**src/rtl/rtc_pkg.sv**
```systemverilog
// Shared constants of the reference and test-level configuration bank.
// Assumes a 32-bit AHB-Lite bus with one word per register.
package rtc_pkg;

  // ----------------------------------------------------------------
  // Register indices; the byte address is four times the index.
  // ----------------------------------------------------------------
  localparam logic [7:0] REF_SEL_IDX = 8'h0F;
  localparam logic [7:0] POS_LEVEL_IDX = 8'h10;
  localparam logic [7:0] NEG_LEVEL_IDX = 8'h11;
  localparam logic [7:0] STATUS_IDX = 8'h20;

  // ----------------------------------------------------------------
  // Field positions, masks and reset values.
  // ----------------------------------------------------------------
  localparam int REF_POS_LSB = 3;
  localparam int REF_NEG_LSB = 0;
  localparam int CONNECT_BIT = 7;
  localparam int CODE_LSB = 0;
  localparam logic [7:0] REF_WMASK = 8'h3F;
  localparam logic [7:0] LEVEL_WMASK = 8'h9F;
  localparam logic [7:0] REF_SEL_RESET = 8'h00;
  localparam logic [7:0] LEVEL_RESET = 8'h00;
  localparam logic [3:0] STATUS_RESET = 4'h0;

  // ----------------------------------------------------------------
  // Reference source codes and one-hot select positions.
  // ----------------------------------------------------------------
  localparam logic [2:0] REF_CODE_INTERNAL = 3'h0;
  localparam logic [2:0] REF_CODE_PIN_A = 3'h1;
  localparam logic [2:0] REF_CODE_PIN_B = 3'h2;
  localparam logic [2:0] REF_CODE_PIN_C = 3'h3;
  localparam logic [2:0] REF_CODE_SUPPLY = 3'h4;
  localparam logic [4:0] SEL_NONE = 5'h00;
  localparam logic [4:0] SEL_INTERNAL = 5'h01;
  localparam logic [4:0] SEL_PIN_A = 5'h02;
  localparam logic [4:0] SEL_PIN_B = 5'h04;
  localparam logic [4:0] SEL_PIN_C = 5'h08;
  localparam logic [4:0] SEL_SUPPLY = 5'h10;

  // ----------------------------------------------------------------
  // Level code table limits and bus encodings.
  // ----------------------------------------------------------------
  localparam logic [4:0] LEVEL_UP_MAX = 5'h09;
  localparam logic [4:0] LEVEL_DN_MIN = 5'h11;
  localparam logic [4:0] LEVEL_DN_MAX = 5'h19;
  localparam logic [1:0] HTRANS_NONSEQ = 2'h2;
  localparam logic [2:0] HSIZE_WORD = 3'h2;

endpackage

```
**src/rtl/rtc_config_bank.sv**
```systemverilog
// Reference select and test-level configuration registers on AHB-Lite.
// Assumes a single bus master doing single word transfers and one clock.
//
// Notes on behaviour
// - Reference select at index 0Fh, resets zero.
// - Bits 5:3 pick the positive reference.
// - Bits 2:0 pick the negative reference.
// - Reserved bits read zero, ignore writes.
// - Positive level register at 10h, resets zero.
// - Bit 7 connects positive level to pin.
// - Bits 4:0 select positive output level.
// - Negative level register at 11h, resets zero.
// - Bit 7 connects negative level to pin.
// - Negative level uses the same coding.
// - Logic only forwards the selected code.
//
// Implementation choice: register access over AHB-Lite.
`timescale 1ns/1ps
module rtc_config_bank
  import rtc_pkg::*;
(
  // Clock and reset.
  input wire logic I_CLK_SYS,
  input wire logic I_RST_N,
  // AHB-Lite slave.
  input wire logic I_HSEL,
  input wire logic [31:0] I_HADDR,
  input wire logic [1:0] I_HTRANS,
  input wire logic I_HWRITE,
  input wire logic [2:0] I_HSIZE,
  input wire logic [31:0] I_HWDATA,
  input wire logic I_HREADY,
  output logic [31:0] O_HRDATA,
  output logic O_HREADYOUT,
  output logic O_HRESP,
  // Reference multiplexer selects, one-hot.
  output logic [4:0] O_REF_POS_SEL,
  output logic [4:0] O_REF_NEG_SEL,
  // Test-level generators.
  output logic O_POS_LEVEL_CONNECT,
  output logic [4:0] O_POS_LEVEL_CODE,
  output logic O_NEG_LEVEL_CONNECT,
  output logic [4:0] O_NEG_LEVEL_CODE
);

  // ----------------------------------------------------------------
  // Helpers.
  // ----------------------------------------------------------------
  function automatic logic addr_hit(input logic [31:0] addr, input logic [7:0] idx);
    return (addr[11:2] == {2'b00, idx}) && (addr[1:0] == 2'b00);
  endfunction

  function automatic logic level_reserved(input logic [4:0] code);
    return (code > LEVEL_UP_MAX) && ((code < LEVEL_DN_MIN) || (code > LEVEL_DN_MAX));
  endfunction

  // ----------------------------------------------------------------
  // Storage.
  // ----------------------------------------------------------------
  logic [7:0] reference_input_select;
  logic [7:0] test_level_pos_ctrl;
  logic [7:0] test_level_neg_ctrl;
  logic [3:0] status;
  logic wr_pend;
  logic [31:0] wr_addr;
  logic rd_pend;
  logic [31:0] rd_addr;
  logic accept;
  logic [7:0] wr_byte;
  logic [2:0] ref_pos_source;
  logic [2:0] ref_neg_source;
  logic [7:0] next_rdata;

  assign accept = I_HSEL && (I_HTRANS == HTRANS_NONSEQ) && I_HREADY;
  assign wr_byte = I_HWDATA[7:0];
  assign ref_pos_source = reference_input_select[REF_POS_LSB +: 3];
  assign ref_neg_source = reference_input_select[REF_NEG_LSB +: 3];

  // ----------------------------------------------------------------
  // Bus address phase.
  // ----------------------------------------------------------------
  // Narrow writes are dropped so that a stray byte store cannot
  // half-program a level; the bus only issues whole words anyway.
  always_ff @(posedge I_CLK_SYS) begin
    if (!I_RST_N) begin
      wr_pend <= 1'b0;
      wr_addr <= 32'h0000_0000;
    end else begin
      wr_pend <= accept && I_HWRITE && (I_HSIZE == HSIZE_WORD);
      wr_addr <= I_HADDR;
    end
  end

  // Reads take one wait state so that a read right behind a write
  // returns the freshly written value.
  always_ff @(posedge I_CLK_SYS) begin
    if (!I_RST_N) begin
      rd_pend <= 1'b0;
      rd_addr <= 32'h0000_0000;
      O_HREADYOUT <= 1'b1;
      O_HRDATA <= 32'h0000_0000;
    end else if (accept && !I_HWRITE) begin
      rd_pend <= 1'b1;
      rd_addr <= I_HADDR;
      O_HREADYOUT <= 1'b0;
    end else if (rd_pend) begin
      rd_pend <= 1'b0;
      O_HREADYOUT <= 1'b1;
      O_HRDATA <= {24'h00_0000, next_rdata};
    end
  end

  always_ff @(posedge I_CLK_SYS) begin
    if (!I_RST_N) begin
      O_HRESP <= 1'b0;
    end else begin
      O_HRESP <= 1'b0;
    end
  end

  // ----------------------------------------------------------------
  // Read multiplexer.
  // ----------------------------------------------------------------
  always_comb begin
    if (addr_hit(rd_addr, REF_SEL_IDX)) begin
      next_rdata = reference_input_select;
    end else if (addr_hit(rd_addr, POS_LEVEL_IDX)) begin
      next_rdata = test_level_pos_ctrl;
    end else if (addr_hit(rd_addr, NEG_LEVEL_IDX)) begin
      next_rdata = test_level_neg_ctrl;
    end else if (addr_hit(rd_addr, STATUS_IDX)) begin
      next_rdata = {4'h0, status};
    end else begin
      next_rdata = 8'h00;
    end
  end

  // ----------------------------------------------------------------
  // Configuration registers.
  // ----------------------------------------------------------------
  always_ff @(posedge I_CLK_SYS) begin
    if (!I_RST_N) begin
      reference_input_select <= REF_SEL_RESET;
    end else if (wr_pend && addr_hit(wr_addr, REF_SEL_IDX)) begin
      reference_input_select <= wr_byte & REF_WMASK;
    end
  end

  always_ff @(posedge I_CLK_SYS) begin
    if (!I_RST_N) begin
      test_level_pos_ctrl <= LEVEL_RESET;
    end else if (wr_pend && addr_hit(wr_addr, POS_LEVEL_IDX)) begin
      test_level_pos_ctrl <= wr_byte & LEVEL_WMASK;
    end
  end

  always_ff @(posedge I_CLK_SYS) begin
    if (!I_RST_N) begin
      test_level_neg_ctrl <= LEVEL_RESET;
    end else if (wr_pend && addr_hit(wr_addr, NEG_LEVEL_IDX)) begin
      test_level_neg_ctrl <= wr_byte & LEVEL_WMASK;
    end
  end

  // Reserved codes are flagged, never corrected: the generator gets
  // exactly what software stored.
  always_ff @(posedge I_CLK_SYS) begin
    if (!I_RST_N) begin
      status <= STATUS_RESET;
    end else begin
      status <= {ref_neg_source > REF_CODE_SUPPLY,
                 ref_pos_source > REF_CODE_SUPPLY,
                 level_reserved(test_level_neg_ctrl[CODE_LSB +: 5]),
                 level_reserved(test_level_pos_ctrl[CODE_LSB +: 5])};
    end
  end

  // ----------------------------------------------------------------
  // Analog-facing outputs.
  // ----------------------------------------------------------------
  rtc_ref_decode u_pos_decode (
    .i_clk(I_CLK_SYS),
    .i_rst_n(I_RST_N),
    .i_code(ref_pos_source),
    .o_sel(O_REF_POS_SEL)
  );

  rtc_ref_decode u_neg_decode (
    .i_clk(I_CLK_SYS),
    .i_rst_n(I_RST_N),
    .i_code(ref_neg_source),
    .o_sel(O_REF_NEG_SEL)
  );

  assign O_POS_LEVEL_CONNECT = test_level_pos_ctrl[CONNECT_BIT];
  assign O_POS_LEVEL_CODE = test_level_pos_ctrl[CODE_LSB +: 5];
  assign O_NEG_LEVEL_CONNECT = test_level_neg_ctrl[CONNECT_BIT];
  assign O_NEG_LEVEL_CODE = test_level_neg_ctrl[CODE_LSB +: 5];

  // ----------------------------------------------------------------
  // Assertions.
  // ----------------------------------------------------------------
  logic wr_ref;
  logic wr_pos;
  logic wr_neg;
  assign wr_ref = wr_pend && addr_hit(wr_addr, REF_SEL_IDX);
  assign wr_pos = wr_pend && addr_hit(wr_addr, POS_LEVEL_IDX);
  assign wr_neg = wr_pend && addr_hit(wr_addr, NEG_LEVEL_IDX);

  chk_ref_reset_zero: assert property (
    @(posedge I_CLK_SYS)
    $rose(I_RST_N) |-> (reference_input_select == 8'h00) && (O_REF_POS_SEL == SEL_INTERNAL))
    else $error("Reference select not zero after reset.");

  chk_level_reset_zero: assert property (
    @(posedge I_CLK_SYS)
    $rose(I_RST_N) |-> !O_POS_LEVEL_CONNECT && (O_POS_LEVEL_CODE == 5'h00))
    else $error("Positive level not cleared by reset.");

  chk_neg_reset_zero: assert property (
    @(posedge I_CLK_SYS)
    $rose(I_RST_N) |-> (test_level_neg_ctrl == 8'h00))
    else $error("Negative level not cleared by reset.");

  chk_pos_ref_decode: assert property (
    @(posedge I_CLK_SYS) disable iff (!I_RST_N)
    (ref_pos_source == REF_CODE_PIN_C) ##1 (ref_pos_source == REF_CODE_PIN_C)
    |-> O_REF_POS_SEL == SEL_PIN_C)
    else $error("Positive reference select wrong for third pin code.");

  chk_pos_ref_rsvd: assert property (
    @(posedge I_CLK_SYS) disable iff (!I_RST_N)
    (ref_pos_source > REF_CODE_SUPPLY) |=> (O_REF_POS_SEL == SEL_NONE))
    else $error("Reserved positive reference code selected a source.");

  chk_neg_ref_supply: assert property (
    @(posedge I_CLK_SYS) disable iff (!I_RST_N)
    wr_ref && (wr_byte[2:0] == REF_CODE_SUPPLY) |=> ##1 (O_REF_NEG_SEL == SEL_SUPPLY))
    else $error("Negative reference does not reach supply two cycles after write.");

  chk_rsvd_bits_zero: assert property (
    @(posedge I_CLK_SYS) disable iff (!I_RST_N)
    (reference_input_select[7:6] == 2'b00) && (test_level_pos_ctrl[6:5] == 2'b00)
    && (test_level_neg_ctrl[6:5] == 2'b00))
    else $error("Reserved bits hold a one.");

  chk_pos_connect_wr: assert property (
    @(posedge I_CLK_SYS) disable iff (!I_RST_N)
    wr_pos |=> (O_POS_LEVEL_CONNECT == $past(I_HWDATA[7])))
    else $error("Positive connect does not follow the written bit.");

  chk_pos_code_wr: assert property (
    @(posedge I_CLK_SYS) disable iff (!I_RST_N)
    wr_pos |=> (O_POS_LEVEL_CODE == $past(I_HWDATA[4:0])))
    else $error("Positive level code does not follow the written field.");

  chk_neg_fields_wr: assert property (
    @(posedge I_CLK_SYS) disable iff (!I_RST_N)
    wr_neg |=> (O_NEG_LEVEL_CONNECT == $past(I_HWDATA[7]))
    && (O_NEG_LEVEL_CODE == $past(I_HWDATA[4:0])))
    else $error("Negative level fields do not follow the write.");

  chk_neg_rsvd_flag: assert property (
    @(posedge I_CLK_SYS) disable iff (!I_RST_N)
    (ref_neg_source > REF_CODE_SUPPLY) |=> status[3])
    else $error("Reserved negative reference code not flagged in status.");

  chk_hold_no_write: assert property (
    @(posedge I_CLK_SYS) disable iff (!I_RST_N)
    !wr_pos && !wr_neg |=> $stable(test_level_pos_ctrl) && $stable(test_level_neg_ctrl))
    else $error("Level register changed without a write.");

  chk_read_data: assert property (
    @(posedge I_CLK_SYS) disable iff (!I_RST_N)
    accept && !I_HWRITE && addr_hit(I_HADDR, POS_LEVEL_IDX) && !wr_pend
    |=> !O_HREADYOUT ##1 O_HREADYOUT && (O_HRDATA == {24'h00_0000, test_level_pos_ctrl}))
    else $error("Read of positive level returned wrong data or timing.");

  // ----------------------------------------------------------------
  // Decoder, bus timing and status checks.
  // ----------------------------------------------------------------
  chk_pos_ref_internal: assert property (
    @(posedge I_CLK_SYS) disable iff (!I_RST_N)
    (ref_pos_source == REF_CODE_INTERNAL) |=> (O_REF_POS_SEL == SEL_INTERNAL))
    else $error("Positive reference does not select the internal source.");

  chk_pos_ref_supply: assert property (
    @(posedge I_CLK_SYS) disable iff (!I_RST_N)
    (ref_pos_source == REF_CODE_SUPPLY) |=> (O_REF_POS_SEL == SEL_SUPPLY))
    else $error("Positive reference does not select the supply.");

  chk_pos_rsvd_flag: assert property (
    @(posedge I_CLK_SYS) disable iff (!I_RST_N)
    (ref_pos_source > REF_CODE_SUPPLY) |=> status[2])
    else $error("Reserved positive reference code not flagged in status.");

  chk_neg_ref_pin: assert property (
    @(posedge I_CLK_SYS) disable iff (!I_RST_N)
    (ref_neg_source == REF_CODE_PIN_A) |=> (O_REF_NEG_SEL == SEL_PIN_A))
    else $error("Negative reference does not select the first pin.");

  chk_neg_ref_rsvd: assert property (
    @(posedge I_CLK_SYS) disable iff (!I_RST_N)
    (ref_neg_source > REF_CODE_SUPPLY) |=> (O_REF_NEG_SEL == SEL_NONE))
    else $error("Reserved negative reference code selected a source.");

  chk_ref_wr_mask: assert property (
    @(posedge I_CLK_SYS) disable iff (!I_RST_N)
    wr_ref |=> (reference_input_select == {2'b00, $past(I_HWDATA[5:0])}))
    else $error("Reference select does not hold the written fields only.");

  chk_wr_zero_wait: assert property (
    @(posedge I_CLK_SYS) disable iff (!I_RST_N)
    accept && I_HWRITE |=> O_HREADYOUT)
    else $error("Write data phase was stretched.");

  chk_rd_one_wait: assert property (
    @(posedge I_CLK_SYS) disable iff (!I_RST_N)
    accept && !I_HWRITE |=> !O_HREADYOUT ##1 O_HREADYOUT)
    else $error("Read data phase does not take exactly one wait state.");

  chk_narrow_wr_dropped: assert property (
    @(posedge I_CLK_SYS) disable iff (!I_RST_N)
    accept && I_HWRITE && (I_HSIZE != HSIZE_WORD) |=> ##1 $stable(reference_input_select)
    && $stable(test_level_pos_ctrl) && $stable(test_level_neg_ctrl))
    else $error("Narrow write changed a register.");

  cov_pos_connect: cover property (
    @(posedge I_CLK_SYS) disable iff (!I_RST_N) wr_pos && I_HWDATA[7]);

  cov_ref_read: cover property (
    @(posedge I_CLK_SYS) disable iff (!I_RST_N)
    accept && !I_HWRITE && addr_hit(I_HADDR, REF_SEL_IDX));

  cov_rsvd_code: cover property (
    @(posedge I_CLK_SYS) disable iff (!I_RST_N) status[3]);

  cov_write_then_read: cover property (
    @(posedge I_CLK_SYS) disable iff (!I_RST_N) wr_neg && accept && !I_HWRITE);

  cov_narrow_write: cover property (
    @(posedge I_CLK_SYS) disable iff (!I_RST_N) accept && I_HWRITE && (I_HSIZE != HSIZE_WORD));

endmodule

```
**src/rtl/rtc_ref_decode.sv**
```systemverilog
// Registered decoder from a three-bit reference code to a one-hot select.
// Assumes the code comes from a register on the same clock.
`timescale 1ns/1ps
module rtc_ref_decode
  import rtc_pkg::*;
(
  // Clock and reset.
  input wire logic i_clk,
  input wire logic i_rst_n,
  // Code in, select out.
  input wire logic [2:0] i_code,
  output logic [4:0] o_sel
);

  logic [4:0] next_sel;

  // Reserved codes open every switch rather than guess a source.
  always_comb begin
    case (i_code)
      REF_CODE_INTERNAL: next_sel = SEL_INTERNAL;
      REF_CODE_PIN_A: next_sel = SEL_PIN_A;
      REF_CODE_PIN_B: next_sel = SEL_PIN_B;
      REF_CODE_PIN_C: next_sel = SEL_PIN_C;
      REF_CODE_SUPPLY: next_sel = SEL_SUPPLY;
      default: next_sel = SEL_NONE;
    endcase
  end

  always_ff @(posedge i_clk) begin
    if (!i_rst_n) begin
      o_sel <= SEL_INTERNAL;
    end else begin
      o_sel <= next_sel;
    end
  end

endmodule

```
**config.mk**
```make
export PLATFORM = sky130hd
export DESIGN_NAME = rtc_config_bank
export DESIGN_NICKNAME = d
export VERILOG_FILES = /design/src/rtl/rtc_pkg.sv /design/src/rtl/rtc_config_bank.sv /design/src/rtl/rtc_ref_decode.sv
export SDC_FILE = /design/constraint.sdc
export NUM_CORES = 1
export LEC_CHECK = 0
export BUFFER_PORTS_ARGS = -buffer_cell sky130_fd_sc_hd__buf_2
export CORE_UTILIZATION = 40
export DETAILED_ROUTE_END_ITERATION = 8
export PLACE_DENSITY_LB_ADDON = 0.05
export REMOVE_ABC_BUFFERS = 1
export SLEW_MARGIN = 5
export SYNTH_ARGS = -nofsm -noshare
export SYNTH_HDL_FRONTEND = slang
export SYNTH_SLANG_ARGS = --single-unit
```
**constraint.sdc**
```tcl
create_clock -name I_CLK_SYS -period 2.7 [get_ports I_CLK_SYS]
set_input_delay 0.135 -clock I_CLK_SYS [delete_from_list [all_inputs] [get_ports I_CLK_SYS]]
set_output_delay 0.135 -clock I_CLK_SYS [all_outputs]
set_load 0.01 [all_outputs]
```
==> results of run 1 <==
## sequential cells by signal, indices dropped and copies added, names as in the netlist
name and flops:
wr_pend 1, rd_addr 12, wr_addr 12, u_pos_decode.o_sel 5, u_neg_decode.o_sel 5, O_HREADYOUT 1, reference_input_select 6, test_level_neg_ctrl 6
O_HRDATA 7, test_level_pos_ctrl 6, status 4, rd_pend 1
## logic make-up (layout without fill, tap and decap cells)
kind of cell           count (synthesis)  count (layout)  synth area share, %
buffers and inverters                 41              79                 10.1
AND/OR/NAND/NOR                      120             120                 26.0
AO/OA/AOI/OAI                         38              38                 8.48
multiplexers                          20              20                 7.35
other                                  1              26                0.136
flip-flops                            66              66                 47.9
## power by group through the flow
stage / combinational, mW / sequential [mW] / clock [mW]
6_report: 0.0912 / 0.996 / 0.849
4_1_cts: 0.0914 / 0.996 / 0.863
5_1_grt: 0.101 / 0.997 / 0.901
3_3_place_gp: 0.0877 / 1.02 / 0
3_5_place_dp: 0.0889 / 1.02 / 0
2_1_floorplan: 0.0474 / 1.02 / 0
## through the flow
stage	worst slack (ps)	power, mW	std cells	instance area (µm²)
5_1_grt	901	2.00	426	3200
3_5_place_dp	1030	1.11	408	2980
6_report	1020	1.94	426	3200
4_1_cts	1020	1.95	426	3200
2_1_floorplan	1260	1.06	272	2580
3_3_place_gp	1040	1.11	408	2980
## worst max-delay path: cells and delay by family, from the launching register on
kind             cells  cell delay [ps]
flip-flops           1              330
multiplexers         1              240
AND/OR/NAND/NOR      3              990
## worst paths after layout
path | from | endpoint | slack [ps] | depth (start not counted)
max reg2reg | wr_addr[10]$_SDFF_PN0_ | test_level_pos_ctrl[1]$_SDFFE_PN0P_ | 1020 | 4
min reg2reg | O_HRDATA[5]$_SDFFE_PN0P_ | O_HRDATA[5]$_SDFFE_PN0P_ | 460 | 2
min | I_HADDR[11] | wr_addr[11]$_SDFF_PN0_ | 10 | 2
max | wr_addr[10]$_SDFF_PN0_ | test_level_pos_ctrl[1]$_SDFFE_PN0P_ | 1020 | 4
## per-layer routing
metal / part of all wire, % / track usage [%] / vias to the layer above
li1: - / - / 1049
met2: 42 / 24.2 / 76
met3: 5.1 / 3.50 / 10
met1: 51 / 23.3 / 946
met5: 0 / 0 / -
met4: 1.8 / 8.32 / 0
## layout by cell type (no fill, tap or decap), types with 7 or more instances in the layout
master and n:
dfxtp_1 66, buf_2 58, nand2_1 34, nor2_1 30
conb_1 26, mux2i_1 18, a21oi_1 16, and2_1 13
clkbuf_8 11, nand3_1 10, o21ai_0 7
## final cells by class
cell class                 count  area (µm²)
timing repair buffer          61         318
tap                           77        96.3
sequential                    66        1320
clock buffer                  11         151
multi-input combinational    204        1250
fill                         631        3300
inverter                       2        7.51
clock inverter                 5        52.6
==> results.md, run 1 <==
* DR vias/cell at 4.88
* CP Class: reg -> reg
* Die X at 85.1 µm
* Critical path capture point type: flip-flop
* Die H at between 80 and 90 µm
* Row cnt at 29
* Most common cell in the synthesized netlist: dfxtp_1
* Initial DRC Count at ~110
* Commonest cells post-synth: dfxtp_1, nand2_1, nor2_1
* Peak supply drop at 0.298 mV
* Yosys warning count at 0
* HPWL Detailed at 4.09 mm
* Gr usage total at ~17%
* Arrival @ worst endpoint at 1900 ps
* Antenna cells at 0
* Hold slack at 11.2 ps
* Clock share of power at 43.9%
* Share of power burned in registers at between 50% and 60%
* Clock slew at reported path FFs at 80 ps
* Routed via count at 2,081
* Synth top area share at 47.9%
* # clock sinks at 66
* Die area at 7230 µm²
* Area delta synth->final at 16.0%
* Final setup viols at 0
* Post-Syn Area at approximately 2800 µm²
* EDFF count, synth at 0
* Combinational power share at 4.7%
* Hold Buf Count CTS at 2
* Gpl congestion at 0.775
* # DRC at 0
* CP max stage delay at ~550 ps
* Setup Total Neg Slack at 0 ps
* Routed WL at 5.84 mm
* Largest net degree at the start of global routing at 39
* Synth area leaders: dfxtp_1, buf_4, mux2i_1
* TritonCTS clock tree: built
* Grt ovf at 0
* Finished Core Util at 49.3%
* Worst path cell trace: nor4b_4, and4b_1, mux2i_1, nor2_1
* Slowest-stage cell, CP: and4b_1
* IO buf count at between 50 and 60
* CP Launch Type: flip-flop
* Vias in the first global route at 1,829
* Share of post-route cells with drive strength above 1 at 25.8%
* Final Max Tran Viols at 0
* I/O pins at 130
* Fin crit period at 1680 ps
* Hold Crit Class: in -> reg
* Unrepaired setup endpoints after global routing: no
* Register area share after synthesis at 47.9%
* Routed Antenna Nets at 0
* Mean post-synth cell area at between 9 and 10 µm²
* Fmax at about 600 MHz
* Clock Skew at 8.80 ps
* Initial core utilization at 42.5%
* Initial antenna violation count at 0
* Netlist cell types at 44
* P_int at 1.49 mW
* Net Switching at approximately 450 µW
* Max-Cap Viols at 0
* Post-CTS Setup Bufs at 0
* Primary FF master, synth: dfxtp_1
* LEAKAGE at 1.46 nW
* Run status: finished, final reports clean
* Flops & latches, synth at 66
* Crit share post-route at between 60% and 70%
* Final #Nets at 418
* Clk_lat worst skew at between 300 and 400 ps
* WL per Instance at between 10 and 15 µm
* Worst Tran Pin Value at 886 ps
* Max clock buf depth at 2
* Cell Pwr Density at slightly above 600 nW/µm²
* Post-Synthesis Cells at 286
* Fraction of registers with async set/reset at 0%
* CTS H-Tree Depth at 3
* Hold Violations, Final at 0
* DR pass1 iterations at 4
* CTS root buffer: clkbuf_8
* Resized cells post-CTS at 0
* First-pass GRT wire length at 9.19 mm
* CTS buffer count at 9
* Switching Fraction at 23.0%
* Yosys top cell by area: dfxtp_1
* CP Max Fanout at 6
* CORE AREA at 6490 µm²
* Required time worst endpoint at 2920 ps
* Worst slew margin at 40.7%
No activity file was read; power rests on OpenSTA's default activity.
==> run 2, diff against run 1 <==
clock period = 1.7 ns   (was 2.7 ns; I/O delays follow)
==> run 2 against run 1 <==
Compared with the run above:
- register-to-register slack worse by 820 ps
- via count up 4.9%
- global-route usage up 1.4 points
- die area unchanged
- largest power group unchanged
==> results.md, run 2 (synthesis results as in run 1) <==
* Final Max Tran Viols at 0 (unchanged)
* Area delta synth->final at 24.5%
* Top Registers: rd_addr x12, wr_addr x12, O_HRDATA x7
* Max-Cap Viols at 0 (unchanged)
* Cell Pwr Density at 933 nW/µm² (+54%)
* Largest net degree at the start of global routing at 23 (-41%)
* Routed via count at 2,182 (+4.9%)
* CORE AREA at 6490 µm² (unchanged)
* Clock slew at reported path FFs at 70 ps (about the same)
* Final #Nets at 441 (+5.5%)
* Row cnt at 29 (unchanged)
* Antenna cells at 0 (unchanged)
* Die area at 7230 µm² (unchanged)
* Commonest non-fill, non-tap cell in the layout: dfxtp_1
* CTS buffer count at 9 (unchanged)
* Max clock buf depth at 2 (unchanged)
* Fmax at 601 MHz
* CP Launch Type: input pin
* TritonCTS clock tree: built
* Post-CTS Setup Bufs at 0 (unchanged)
* Run status: finished, final reports clean
* Grt ovf at 0 (unchanged)
* Place WS at 184 ps (-846 ps)
* Crit share post-route at 97.9%
* Vias in the first global route at 2,001 (+9.4%)
* Fin crit period at 1660 ps
* Resized cells post-CTS at 0 (unchanged)
* # DRC at 0 (unchanged)
* IO buf count at 58 (unchanged)
* Routed Antenna Nets at 0 (unchanged)
* Gpl congestion at 0.779 (+0.49%)
* Routed WL at 6.04 mm (+3.4%)
* Initial antenna violation count at 0 (unchanged)
* Unrepaired setup endpoints after global routing: no
* CP Max Fanout at 1 (-5)
* Share of post-route cells with drive strength above 1 at 26.3% (+0.56 points)
* LEAKAGE at 1.56 nW (+6.9%)
* Hold Violations, Final at 0 (unchanged)
* Die H at 85.1 µm (unchanged)
* Most frequent cells in the layout: dfxtp_1, buf_2, nand2_1
* Placed Instances at 416 (+2.0%)
* Post-route setup slack at 36.4 ps (-984 ps)
* Hold Buf Count CTS at 17 (+15)
* Peak supply drop at 0.375 mV (+26%)
* Initial DRC Count at 88 (-23%)
* Final Non-Filler Cells at 449 (+5.4%)
* Arrival @ worst endpoint at 1930 ps (+30 ps)
* DR vias/cell at 4.86 (-0.52%)
* Clock Skew at 5.99 ps (-2.81 ps)
* I/O pins at 130 (unchanged)
* CTS root buffer: clkbuf_8
* Clk_lat worst skew at 340 ps (about the same)
* Setup Total Neg Slack at 0 ps (unchanged)
* CP Class: in -> reg
* CTS H-Tree Depth at 3 (unchanged)
* Critical path capture point type: flip-flop
* # clock sinks at 66 (unchanged)
* Die X at 85.1 µm (unchanged)
* Final setup viols at 0 (unchanged)
* Gr usage total at 18.0% (+1.4 points)
* Initial core utilization at 42.5% (unchanged)
* WL per Instance at 13.4 µm (-1.9%)
* DR pass1 iterations at 4 (unchanged)
* Hold Crit Class: in -> reg
* First-pass GRT wire length at 9.90 mm (+7.7%)
* HPWL Detailed at 4.19 mm (+2.5%)
* Required time worst endpoint at 1970 ps (-950 ps)
run 2: cell count changes in the layout (fill, tap and decap cells not counted), sizes merged:
cell	change
dlygate4sd3	+15
bufinv	+1
clkbuf	-2
clkinvlp	+1
buf	+8
run 2: where the power goes:
part           switching (mW)  total (mW)  leakage (nW)  internal (mW)
clock                   0.625        1.45         0.105          0.822
combinational          0.0970       0.179         0.922         0.0815
sequential             0.0155        1.58         0.535           1.57
total                   0.738        3.21          1.56           2.47
run 2: routing by layer:
layer / part of all wire, % / GRT usage, % / up-vias / wire length (µm)
li1: - / - / 1096 / -
met1: 51 / 24.7 / 1001 / 3050
met2: 43 / 26.2 / 79 / 2590
met3: 5.3 / 5.84 / 6 / 318
met4: 1.3 / 7.24 / 0 / 76
met5: 0 / 0 / - / 0
run 2: area by class of cell:
type / instances / area, µm²
Inverter: 2 / 7.51
Sequential cell: 66 / 1320
Multi-Input combinational cell: 204 / 1250
Fill cell: 621 / 3060
Timing Repair Buffer: 84 / 541
Tap cell: 77 / 96.3
Clock buffer: 9 / 124
Clock inverter: 7 / 93.8
run 2: worst max-delay path: stages:
cell           delay (ps)
dlygate4sd3_1         540
buf_2                 110
or4b_1                490
dlygate4sd3_1         570
nor3_1                130
run 2: stage by stage:
stage	utilization, %	cell area (µm²)	hold WS [ps]	total power [mW]
after floorplan	-	2580	156	1.69
after global placement	46.9	3050	303	1.76
after detailed placement	46.9	3050	308	1.77
after CTS	52.9	3440	10.6	3.23
after global routing	52.9	3440	19.8	3.34
final	52.9	3440	26.2	3.21
run 2: worst paths after layout:
| check | start | to | slack [ps] | depth (start not counted) |
|---|---|---|---|---|
| max | I_HSIZE[0] | wr_pend$_SDFF_PN0_ | 40 | 5 |
| min | I_HWRITE | wr_pend$_SDFF_PN0_ | 30 | 3 |
| max reg2reg | rd_addr[6]$_SDFFE_PN0P_ | O_HRDATA[2]$_SDFFE_PN0P_ | 200 | 4 |
| min reg2reg | O_HRDATA[5]$_SDFFE_PN0P_ | O_HRDATA[5]$_SDFFE_PN0P_ | 460 | 2 |
